===== src/hdl/io_mux_maint_regs.svh =====
// register offsets, field positions, reset values and timing counts of the maintenance control
`ifndef IO_MUX_MAINT_REGS_SVH
`define IO_MUX_MAINT_REGS_SVH
// ***********************************
// register offsets
// ***********************************
`define OFS_CTRL      8'h00
`define OFS_START     8'h04
`define OFS_STATUS    8'h08
`define OFS_CMD_LO    8'h0C
`define OFS_CMD_HI    8'h10
`define OFS_DATA_LO   8'h14
`define OFS_DATA_HI   8'h18
`define OFS_TAG       8'h1C
`define OFS_KEY       8'h20
`define OFS_LINK      8'h24
`define OFS_TOD_LO    8'h28
`define OFS_TOD_HI    8'h2C
`define OFS_MADDR     8'h30
`define OFS_MRD_LO    8'h34
`define OFS_MRD_HI    8'h38
`define OFS_FLAGS     8'h3C
`define OFS_DIAG      8'h40
`define OFS_SPRD0     8'h44
`define OFS_SPRD1     8'h48
`define OFS_SPRD2     8'h4C
`define OFS_SPRD3     8'h50
// ***********************************
// control fields
// ***********************************
`define CTRL_LOCAL    0
`define CTRL_DISPLAY  1
`define CTRL_CLKRUN   2
`define CTRL_WRITE    3
`define CTRL_MEM      4
`define CTRL_ENABLE   5
`define CTRL_RECYCLE  6
`define CTRL_ERRSTOP  7
`define CTRL_REQINH   8
`define CTRL_CNTINH   9
`define CTRL_DESCEN   10
`define CTRL_CARDEN   11
`define CTRL_TESTTYPE 12
`define CTRL_W        13
`define CTRL_RESET    13'h0000
`define START_GO      0
`define START_CARD    1
`define TAG_SLOT_LSB  0
`define TAG_VAL_LSB   4
`define DIAG_W        16
// ***********************************
// timing
// ***********************************
`define CLK_MHZ       200
`define TOD_TICK_NS   1000
`define TOD_TICK_CYC  ((`TOD_TICK_NS * `CLK_MHZ) / 1000)
`endif


===== src/hdl/io_mux_maint_pkg.sv =====
// types shared by the maintenance control
package io_mux_maint_pkg;
  typedef enum logic [1:0] {
    ST_IDLE,
    ST_SCRATCH,
    ST_MEM,
    ST_DESC
  } maint_state_e;
endpackage


===== src/hdl/io_mux_maintenance_control.sv =====
// maintenance control of the io multiplexor with apb register access
// Operation
// - maintenance runs only in local mode, display active and clock running
// - supports scratch pad, main memory, descriptor execution and card test
// - scratch pad write stores command and data as one 112 bit word
// - direction and target selectors act only while enable is set
// - single cycle mode does one transfer per start
// - recycle repeats the transfer until recycle is cleared
// - scratch read uses the write path but loads no command or data
// - memory write takes address from command, word from data; data kept
// - request inhibit blocks setting the memory access needed flag
// - error stop halts recycling on parity error or timeout, sets error
// - start while error is set clears it and restarts
// - count inhibit keeps the address, otherwise it advances each cycle
// - command register is 60 bits
// - ten tag sets each with read flag, five tag pair flags
// - 5 bit key selects slots, link register supplies key on initiate
// - time of day has 44 bits, 36 counting, all used in card test
// - diagnostic row meaning depends on the selected test type
//
// Added by the designer: the register offsets and the APB slave port.
`include "io_mux_maint_regs.svh"
module io_mux_maintenance_control
  import io_mux_maint_pkg::*;
#(
  parameter int CMD_W   = 60,
  parameter int DATA_W  = 51,
  parameter int SP_W    = 112,
  parameter int ADDR_W  = 20,
  parameter int SLOTS   = 10,
  parameter int KEY_W   = 5,
  parameter int TOD_W   = 44,
  parameter int TODC_W  = 36
) (
  input  wire logic              pclk,
  input  wire logic              presetn,
  input  wire logic              psel,
  input  wire logic              penable,
  input  wire logic              pwrite,
  input  wire logic [7:0]        paddr,
  input  wire logic [31:0]       pwdata,
  output logic      [31:0]       prdata,
  output logic                   pready,
  output logic                   pslverr,
  output logic                   mem_req,
  output logic                   mem_we,
  output logic      [ADDR_W-1:0] mem_addr,
  output logic      [DATA_W-1:0] mem_wdata,
  input  wire logic              mem_ack,
  input  wire logic [DATA_W-1:0] mem_rdata,
  input  wire logic              mem_parity_err,
  input  wire logic              mem_timeout,
  output logic                   desc_start,
  input  wire logic              desc_done,
  input  wire logic              desc_error,
  input  wire logic [TOD_W-1:0]  card_result,
  output logic                   test_type_flag
);

  localparam int TICK_CYC = (`TOD_TICK_CYC < 1) ? 1 : `TOD_TICK_CYC;
  // ***********************************
  // state
  // ***********************************
  logic [31:0]         prdata_r;
  logic                pready_r;
  logic                pslverr_r;
  logic [`CTRL_W-1:0]  ctrl_r;
  logic [CMD_W-1:0]    cmd_r;
  logic [DATA_W-1:0]   data_r;
  logic [KEY_W-1:0]    tag_r [SLOTS];
  logic [KEY_W-1:0]    slot_key_reg_r;
  logic [KEY_W-1:0]    key_link_reg_r;
  logic [SP_W-1:0]     scratch_r [SLOTS];
  logic [SP_W-1:0]     sp_rd_r;
  logic [SLOTS-1:0]    read_scratch_flag_r;
  logic [SLOTS/2-1:0]  tag_pair_flag_r;
  logic [TOD_W-1:0]    time_of_day_reg_r;
  logic [15:0]         tick_cnt_r;
  logic [TOD_W-1:0]    card_meta_r;
  logic [TOD_W-1:0]    card_sync_r;
  logic [`DIAG_W-1:0]  diag_r;
  maint_state_e        state_r;
  logic                mem_access_needed_flag_r;
  logic                mem_we_r;
  logic [ADDR_W-1:0]   mem_addr_r;
  logic [DATA_W-1:0]   mem_rd_r;
  logic                error_r;
  logic                desc_start_r;
  // ***********************************
  // apb decode
  // ***********************************
  wire       acc      = psel & penable;
  wire       fire     = acc & pready_r;
  wire       wr       = fire & pwrite;
  wire       hit      = (paddr[1:0] == 2'b00) && (paddr <= `OFS_SPRD3);
  wire       wr_ctrl  = wr && paddr == `OFS_CTRL;
  wire       wr_start = wr && paddr == `OFS_START;
  wire       wr_cmdl  = wr && paddr == `OFS_CMD_LO;
  wire       wr_cmdh  = wr && paddr == `OFS_CMD_HI;
  wire       wr_datl  = wr && paddr == `OFS_DATA_LO;
  wire       wr_dath  = wr && paddr == `OFS_DATA_HI;
  wire       wr_tag   = wr && paddr == `OFS_TAG;
  wire       wr_key   = wr && paddr == `OFS_KEY;
  wire       wr_link  = wr && paddr == `OFS_LINK;
  wire       wr_todl  = wr && paddr == `OFS_TOD_LO;
  wire       wr_todh  = wr && paddr == `OFS_TOD_HI;
  wire       wr_flags = wr && paddr == `OFS_FLAGS;
  wire       wr_diag  = wr && paddr == `OFS_DIAG;
  wire       start_go = wr_start & pwdata[`START_GO];
  wire [3:0] tag_slot = pwdata[`TAG_SLOT_LSB +: 4];
  wire [KEY_W-1:0] tag_val = pwdata[`TAG_VAL_LSB +: KEY_W];
  // ***********************************
  // operation qualifiers
  // ***********************************
  wire ops_ok   = ctrl_r[`CTRL_LOCAL] & ctrl_r[`CTRL_DISPLAY] & ctrl_r[`CTRL_CLKRUN];
  wire op_en    = ops_ok & ctrl_r[`CTRL_ENABLE];
  wire op_mem   = ctrl_r[`CTRL_MEM];
  wire op_write = ctrl_r[`CTRL_WRITE];
  wire recycle  = ctrl_r[`CTRL_RECYCLE];
  wire req_inh  = ctrl_r[`CTRL_REQINH];
  wire mem_end  = mem_ack | mem_timeout;
  wire mem_err  = mem_end & (mem_parity_err | mem_timeout);
  wire desc_err = desc_done & desc_error;
  wire stop_err = recycle & ctrl_r[`CTRL_ERRSTOP] & ((state_r == ST_MEM & mem_err) |
                                                    (state_r == ST_DESC & desc_err));
  wire again    = recycle & ops_ok & ~stop_err;
  // ***********************************
  // scratch pad slot match
  // ***********************************
  logic [SLOTS-1:0]   slot_hit;
  logic [SLOTS/2-1:0] pair_hit;
  genvar gi;
  generate
    for (gi = 0; gi < SLOTS; gi++) begin : g_slot
      assign slot_hit[gi] = (tag_r[gi] == slot_key_reg_r);
      if (gi % 2 == 1) begin : g_pair
        assign pair_hit[gi/2] = slot_hit[gi] | slot_hit[gi-1];
      end
    end
  endgenerate

  wire sp_go    = (state_r == ST_SCRATCH);
  wire sp_wr_go = sp_go & op_write;
  wire sp_rd_go = sp_go & ~op_write;
  wire [SP_W-1:0] sp_word = SP_W'({cmd_r, data_r});

  logic [SP_W-1:0] sp_sel;
  always_comb begin
    sp_sel = '0;
    for (int i = 0; i < SLOTS; i++) begin
      if (slot_hit[i]) begin
        sp_sel = scratch_r[i];
      end
    end
  end
  // ***********************************
  // read mux
  // ***********************************
  wire [31:0] status_w = {27'h0000000, desc_start_r, mem_access_needed_flag_r, error_r,
                          state_r != ST_IDLE, ops_ok};
  wire [31:0] rd_mux =
    (paddr == `OFS_CTRL)    ? 32'(ctrl_r) :
    (paddr == `OFS_STATUS)  ? status_w :
    (paddr == `OFS_CMD_LO)  ? cmd_r[31:0] :
    (paddr == `OFS_CMD_HI)  ? 32'(cmd_r[CMD_W-1:32]) :
    (paddr == `OFS_DATA_LO) ? data_r[31:0] :
    (paddr == `OFS_DATA_HI) ? 32'(data_r[DATA_W-1:32]) :
    (paddr == `OFS_KEY)     ? 32'(slot_key_reg_r) :
    (paddr == `OFS_LINK)    ? 32'(key_link_reg_r) :
    (paddr == `OFS_TOD_LO)  ? time_of_day_reg_r[31:0] :
    (paddr == `OFS_TOD_HI)  ? 32'(time_of_day_reg_r[TOD_W-1:32]) :
    (paddr == `OFS_MADDR)   ? 32'(mem_addr_r) :
    (paddr == `OFS_MRD_LO)  ? mem_rd_r[31:0] :
    (paddr == `OFS_MRD_HI)  ? 32'(mem_rd_r[DATA_W-1:32]) :
    (paddr == `OFS_FLAGS)   ? 32'({tag_pair_flag_r, read_scratch_flag_r}) :
    (paddr == `OFS_DIAG)    ? 32'({test_type_flag, diag_r}) :
    (paddr == `OFS_SPRD0)   ? sp_rd_r[31:0] :
    (paddr == `OFS_SPRD1)   ? sp_rd_r[63:32] :
    (paddr == `OFS_SPRD2)   ? sp_rd_r[95:64] :
    (paddr == `OFS_SPRD3)   ? 32'(sp_rd_r[SP_W-1:96]) :
    32'h00000000;
  // ***********************************
  // apb slave
  // ***********************************
  always_ff @(posedge pclk or negedge presetn) begin
    if (!presetn) begin
      pready_r  <= 1'b0;
      pslverr_r <= 1'b0;
      prdata_r  <= 32'h00000000;
    end else begin
      pready_r  <= acc & ~pready_r;
      pslverr_r <= acc & ~pready_r & ~hit;
      if (acc & ~pready_r) begin
        prdata_r <= hit ? rd_mux : 32'h00000000;
      end
    end
  end
  // ***********************************
  // software registers
  // ***********************************
  always_ff @(posedge pclk or negedge presetn) begin
    if (!presetn) begin
      ctrl_r         <= `CTRL_RESET;
      cmd_r          <= '0;
      data_r         <= '0;
      slot_key_reg_r <= '0;
      key_link_reg_r <= '0;
      diag_r         <= '0;
    end else begin
      if (wr_ctrl) ctrl_r <= pwdata[`CTRL_W-1:0];
      if (wr_cmdl) cmd_r[31:0] <= pwdata;
      if (wr_cmdh) cmd_r[CMD_W-1:32] <= pwdata[CMD_W-33:0];
      if (wr_datl) data_r[31:0] <= pwdata;
      if (wr_dath) data_r[DATA_W-1:32] <= pwdata[DATA_W-33:0];
      if (wr_link) key_link_reg_r <= pwdata[KEY_W-1:0];
      if (wr_diag) diag_r <= pwdata[`DIAG_W-1:0];
      if (start_go && ops_ok && !op_en && ctrl_r[`CTRL_DESCEN]) begin
        slot_key_reg_r <= key_link_reg_r;
      end else if (wr_key) begin
        slot_key_reg_r <= pwdata[KEY_W-1:0];
      end
    end
  end

  assign test_type_flag = ctrl_r[`CTRL_TESTTYPE];
  // ***********************************
  // tags and scratch pad
  // ***********************************
  always_ff @(posedge pclk or negedge presetn) begin
    if (!presetn) begin
      for (int i = 0; i < SLOTS; i++) begin
        tag_r[i]     <= '0;
        scratch_r[i] <= '0;
      end
      read_scratch_flag_r <= '0;
      tag_pair_flag_r     <= '0;
      sp_rd_r             <= '0;
    end else begin
      for (int i = 0; i < SLOTS; i++) begin
        if (wr_tag && tag_slot == 4'(i)) tag_r[i] <= tag_val;
        if (sp_wr_go && slot_hit[i]) scratch_r[i] <= sp_word;
        if (sp_rd_go && slot_hit[i]) begin
          read_scratch_flag_r[i] <= 1'b1;
        end else if (wr_flags && pwdata[i]) begin
          read_scratch_flag_r[i] <= 1'b0;
        end
      end
      if (sp_go) tag_pair_flag_r <= pair_hit;
      if (sp_rd_go) sp_rd_r <= sp_sel;
    end
  end
  // ***********************************
  // time of day and card test
  // ***********************************
  always_ff @(posedge pclk or negedge presetn) begin
    if (!presetn) begin
      card_meta_r <= '0;
      card_sync_r <= '0;
    end else begin
      card_meta_r <= card_result;
      card_sync_r <= card_meta_r;
    end
  end

  wire card_go = wr_start & pwdata[`START_CARD] & ops_ok & ctrl_r[`CTRL_CARDEN];
  wire tick    = (tick_cnt_r == 16'(TICK_CYC - 1));

  always_ff @(posedge pclk or negedge presetn) begin
    if (!presetn) begin
      tick_cnt_r        <= '0;
      time_of_day_reg_r <= '0;
    end else begin
      tick_cnt_r <= tick ? 16'h0000 : tick_cnt_r + 16'h0001;
      if (card_go) begin
        time_of_day_reg_r <= card_sync_r;
      end else if (wr_todl) begin
        time_of_day_reg_r[31:0] <= pwdata;
      end else if (wr_todh) begin
        time_of_day_reg_r[TOD_W-1:32] <= pwdata[TOD_W-33:0];
      end else if (tick && !ctrl_r[`CTRL_CARDEN]) begin
        time_of_day_reg_r[TODC_W-1:0] <= time_of_day_reg_r[TODC_W-1:0] + TODC_W'(1);
      end
    end
  end
  // ***********************************
  // sequencer
  // ***********************************
  wire start_ok  = start_go & op_en & (state_r == ST_IDLE);
  wire start_mem = start_ok & op_mem & ~req_inh;
  wire mem_next  = (state_r == ST_MEM) & mem_end & again & op_en & ~req_inh;
  wire set_mem_access_needed_flag  = start_mem | mem_next;

  always_ff @(posedge pclk or negedge presetn) begin
    if (!presetn) begin
      state_r      <= ST_IDLE;
      desc_start_r <= 1'b0;
    end else begin
      desc_start_r <= 1'b0;
      case (state_r)
        ST_IDLE: begin
          if (start_ok) begin
            state_r <= op_mem ? (req_inh ? ST_IDLE : ST_MEM) : ST_SCRATCH;
          end else if (start_go && ops_ok && ctrl_r[`CTRL_DESCEN]) begin
            state_r      <= ST_DESC;
            desc_start_r <= 1'b1;
          end
        end
        ST_SCRATCH: begin
          state_r <= (again && op_en) ? ST_SCRATCH : ST_IDLE;
        end
        ST_MEM: begin
          if (mem_end) begin
            state_r <= mem_next ? ST_MEM : ST_IDLE;
          end
        end
        ST_DESC: begin
          if (desc_done) begin
            state_r      <= again ? ST_DESC : ST_IDLE;
            desc_start_r <= again;
          end
        end
        default: state_r <= ST_IDLE;
      endcase
    end
  end
  // ***********************************
  // memory port and error flip-flop
  // ***********************************
  always_ff @(posedge pclk or negedge presetn) begin
    if (!presetn) begin
      mem_access_needed_flag_r <= 1'b0;
      mem_we_r                 <= 1'b0;
      mem_addr_r               <= '0;
      mem_rd_r                 <= '0;
      error_r                  <= 1'b0;
    end else begin
      if (set_mem_access_needed_flag) begin
        mem_access_needed_flag_r <= 1'b1;
      end else if (mem_end) begin
        mem_access_needed_flag_r <= 1'b0;
      end
      if (start_mem) begin
        mem_we_r   <= op_write;
        mem_addr_r <= cmd_r[ADDR_W-1:0];
      end else if (state_r == ST_MEM && mem_end && !ctrl_r[`CTRL_CNTINH]) begin
        mem_addr_r <= mem_addr_r + ADDR_W'(1);
      end
      if (state_r == ST_MEM && mem_ack && !mem_we_r) mem_rd_r <= mem_rdata;
      if (stop_err) begin
        error_r <= 1'b1;
      end else if (start_go && ops_ok) begin
        error_r <= 1'b0;
      end
    end
  end
  assign prdata     = prdata_r;
  assign pready     = pready_r;
  assign pslverr    = pslverr_r;
  assign mem_req    = mem_access_needed_flag_r;
  assign mem_we     = mem_we_r;
  assign mem_addr   = mem_addr_r;
  assign mem_wdata  = data_r;
  assign desc_start = desc_start_r;

endmodule // io_mux_maintenance_control


===== config.mk =====
export PLATFORM = sky130hd
export DESIGN_NAME = io_mux_maintenance_control
export DESIGN_NICKNAME = d
export VERILOG_FILES = /design/src/hdl/io_mux_maint_pkg.sv /design/src/hdl/io_mux_maintenance_control.sv
export VERILOG_INCLUDE_DIRS = /design/src /design/src/hdl
export SDC_FILE = /design/constraint.sdc
export NUM_CORES = 2
export LEC_CHECK = 0
export ABC_AREA = 1
export BUFFER_PORTS_ARGS = -buffer_cell sky130_fd_sc_hd__buf_2
export CAP_MARGIN = 20
export CORE_ASPECT_RATIO = 1.5
export CORE_MARGIN = 5
export CORE_UTILIZATION = 37
export DETAILED_ROUTE_END_ITERATION = 10
export RECOVER_POWER = 25
export SYNTH_ARGS = -nofsm -noshare
export SYNTH_HDL_FRONTEND = slang
export SYNTH_SLANG_ARGS = --single-unit

===== constraint.sdc =====
create_clock -name pclk -period 3.66 [get_ports pclk]
set_input_delay 0.183 -clock pclk [delete_from_list [all_inputs] [get_ports pclk]]
set_output_delay 0.183 -clock pclk [all_outputs]
set_load 0.01 [all_outputs]

==> results.cfg <==
[synth]
synth_cell_types = 55
avgSynthCellArea_um2 = 8.29
synth_cells = 9319
ys.flop_type = dfrtp_1
synth_area_mm2 = 0.0772
yosysSeqAreaShare_pct = 54.9
synth-seq-cells = 1695
syn_nets = 9471
synth_edf_count = 0
async_flop_share_pct = 100
ys_warn_count = 0

[floorplan]
row_count = 205
fp.coreArea_mm2 = 0.208
die_x_um = 383
initial_core_util_pct = 37.2
ios = 254
die_height_um = 570
dieArea_mm2 = 0.218

[outcome]
violations = max-capacitance violations, max-slew violations
status = complete, but fails checks

[timing]
relSlewSlack_pct = -54.1
whs_ns = 0.00612
max_freq_mhz = 308
period_share_pct = 88.6
fin_tns_setup_ns = 0
tightest_slew_ns = 2.31
finClkSkew_ns = 0.0439
rsz0062_at_grt = false
drv_slew = 123
setup-violations-final = 0
post-route-min-period_ns = 3.24
setup_slack_ns = 0.416
timing_hold_violations_final = 0

[global_routing]
grt_start_max_net_pins = 135
gr-usage-all-layers_pct = 27.4
grt_pass1_wl_mm = 449
grt_pass1_vias = 66373
grt.overflow.total = 0
antenna_found_initial = 21

[routing]
drt-wirelength-per-cell_um = 24.6
first_pass_iters = 7
totalWireLength_mm = 303
drtIter0Drc = 7130
via_count = 67781
drcViolationCount = 0
ant_nets = 0
vias_per_cell = 5.50

[cts]
clock_latency_ns = 0.82
cts_buffer_depth = 4
cts_root_buffer = clkbuf_16
clkTransAtPathRegs_ns = 0.07
htreeDepth = 4
cts_tree = done
post_cts_buffers = 0
cts_buffers = 164
ctsHoldBuffers = 152
cts_sinks = 1695
cts_resized = 0

[power_and_ir_drop]
power.static_leakage_nw = 39.1
power_mw = 40.3
ir_drop_v = 0.000465
power_density_mw_per_mm2 = 453

[final_layout]
nFillCells = 20550
final_cells = 12319
final_layout_size_suffix_gt1_share_pct = 10.8
nets = 9654
area_growth_pct = 15.1

[setup_path]
crit_required_ns = 4.38
crit_type = reg2reg
arrival_ns = 3.97
cp_max_fo = 74
worstSetupEndpointType = register
crit_path_start_kind = register

[flow_run]
maxCapViolCount = 2

[placed_design]
gp_congestion = 1.01
post-place-ws_ns = 0.478
port_buffers = 253
dpl.hpwl_mm = 206
placed_cells = 11875

[worst_hold_path]
hold_path.class = in2reg
kinds of logic after synthesis:
kind of cell / count (synthesis) / share of synthesized area, %
AOI/OAI and AO/OA: 2248 / 15.9
and+or+nand+nor: 4154 / 21.7
xor gates and xnor gates: 88 / 0.998
buffers and inverters: 1089 / 5.73
DFF: 1695 / 54.9
muxes: 38 / 0.554
adders and majority gates: 7 / 0.113
metal layers:
layer  share of wire [%]  global-route usage, %  wire length [µm]
met5               0.034                      0               104
met4                 7.4                   17.0             22400
met1                  38                   33.2            116000
met2                  47                   45.3            143000
met3                 7.2                   4.77             21800
state kept, by name, indices dropped and copies added, names as in the netlist, 2 cells and up:
signal and cells:
mem_addr 20, diag_r 16, tick_cnt_r 16, state_r 2, card_meta_r 44, ctrl_r 13, tag_r 50, scratch_r 1110
tag_pair_flag_r 5, sp_rd_r 111, prdata 32, cmd_r 60, mem_wdata 51, time_of_day_reg_r 44, read_scratch_flag_r 10, key_link_reg_r 5
mem_rd_r 51, card_sync_r 44, slot_key_reg_r 5
layout by cell type (no fill, tap or decap), types with 27 or more instances in the layout:
cell type      instances
a211oi_1             115
a21oi_1              350
buf_12                72
buf_2                247
buf_4                158
clkbuf_1              68
clkbuf_16            167
clkbuf_8              27
clkinv_2              27
dfrtp_1             1695
dlygate4sd3_1        152
inv_1                409
mux2_2                38
nand2_1             2862
nand3_1              231
nand4_1               37
nor2_1               714
o211ai_1             108
o21ai_0             1429
o21ai_1              102
o221ai_1              55
or2_1                 45
or2_2                178
xor2_1                74
cell usage after synthesis, types with 2 or more instances:
cell type | n | area, µm²
nand2_1 | 2873 | 10800
dfrtp_1 | 1695 | 42400
o21ai_0 | 1429 | 7150
nor2_1 | 718 | 2700
clkbuf_1 | 472 | 1770
inv_1 | 412 | 1550
a21oi_1 | 350 | 1750
nand3_1 | 236 | 1180
or2_2 | 178 | 1110
buf_2 | 122 | 611
a211oi_1 | 115 | 863
o211ai_1 | 108 | 811
o21ai_1 | 102 | 510
xor2_1 | 74 | 648
o221ai_1 | 55 | 482
or2_1 | 45 | 282
mux2_2 | 38 | 428
nand4_1 | 37 | 231
buf_1 | 31 | 116
nor3_1 | 26 | 130
o22ai_1 | 25 | 156
buf_6 | 22 | 248
inv_2 | 15 | 56.3
xnor2_1 | 14 | 123
a22o_1 | 12 | 105
nor2_2 | 11 | 68.8
a221oi_1 | 10 | 87.6
o211ai_2 | 10 | 125
clkinv_1 | 9 | 33.8
o21ai_2 | 9 | 78.8
a31oi_1 | 7 | 43.8
ha_1 | 7 | 87.6
nor4_1 | 7 | 43.8
buf_4 | 6 | 45.0
nor2_4 | 5 | 56.3
nor3_2 | 5 | 50.1
o2111ai_1 | 5 | 43.8
a32oi_1 | 3 | 26.3
nand3_2 | 3 | 30.0
a22oi_1 | 2 | 15.0
nand2_2 | 2 | 12.5
metrics by stage:
| stage | area (µm²) | util, % |
|---|---|---|
| floorplan | 77200 | - |
| global placement | 82200 | 39.6 |
| detailed placement | 82200 | 39.6 |
| CTS | 89000 | 42.8 |
| global route | 88800 | 42.8 |
| finish | 88900 | 42.8 |
path summary, 6_finish.rpt:
kind                       slack [ns]  depth (start not counted)              end         startpoint
hold / removal                  0.006                          2   card_meta_r[0]     card_result[0]
min in group asynchronous        0.46                          2   tick_cnt_r[11]            presetn
hold reg to reg                  0.33                          0  card_sync_r[20]    card_meta_r[20]
max in group asynchronous        0.55                          3   scratch_r[615]            presetn
setup / recovery                 0.42                         16      sp_rd_r[52]  slot_key_reg_r[0]
setup reg to reg                 0.42                         16      sp_rd_r[52]  slot_key_reg_r[0]
power by group:
group | internal [mW] | switching [mW] | leakage (nW)
Combinational | 0.940 | 2.31 | 13.3
Clock | 9.71 | 7.55 | 2.59
Sequential | 19.2 | 0.548 | 23.2
Total | 29.9 | 10.4 | 39.1
worst max-delay path, stage by stage, from the launching register on:
cell and delay, ns:
dfrtp_1 0.77, xor2_1 0.29, nor3b_4 0.08, nand3_4 0.08
buf_12 0.32, buf_4 0.52, o21ai_0 0.20, o211ai_1 0.13
nand2_1 0.08, nand3_1 0.07, nand2_1 0.08, nand2_1 0.07
nand2_1 0.05, nand2_1 0.06, nand2_1 0.05, nand2_1 0.05
nand2_1 0.04
final cells by class:
cell class,instances,area [µm²],area share [%]
multi-input combinational,6535,30500,34.4
clock buffer,229,4680,5.27
sequential,1695,42400,47.7
clock inverter,50,579,0.652
inverter,436,1670,1.88
antenna,13,32.5,0.0366
timing repair buffer,670,5560,6.26
tap,2691,3370,3.79
Note: power is estimated with default switching activity, not from simulation.
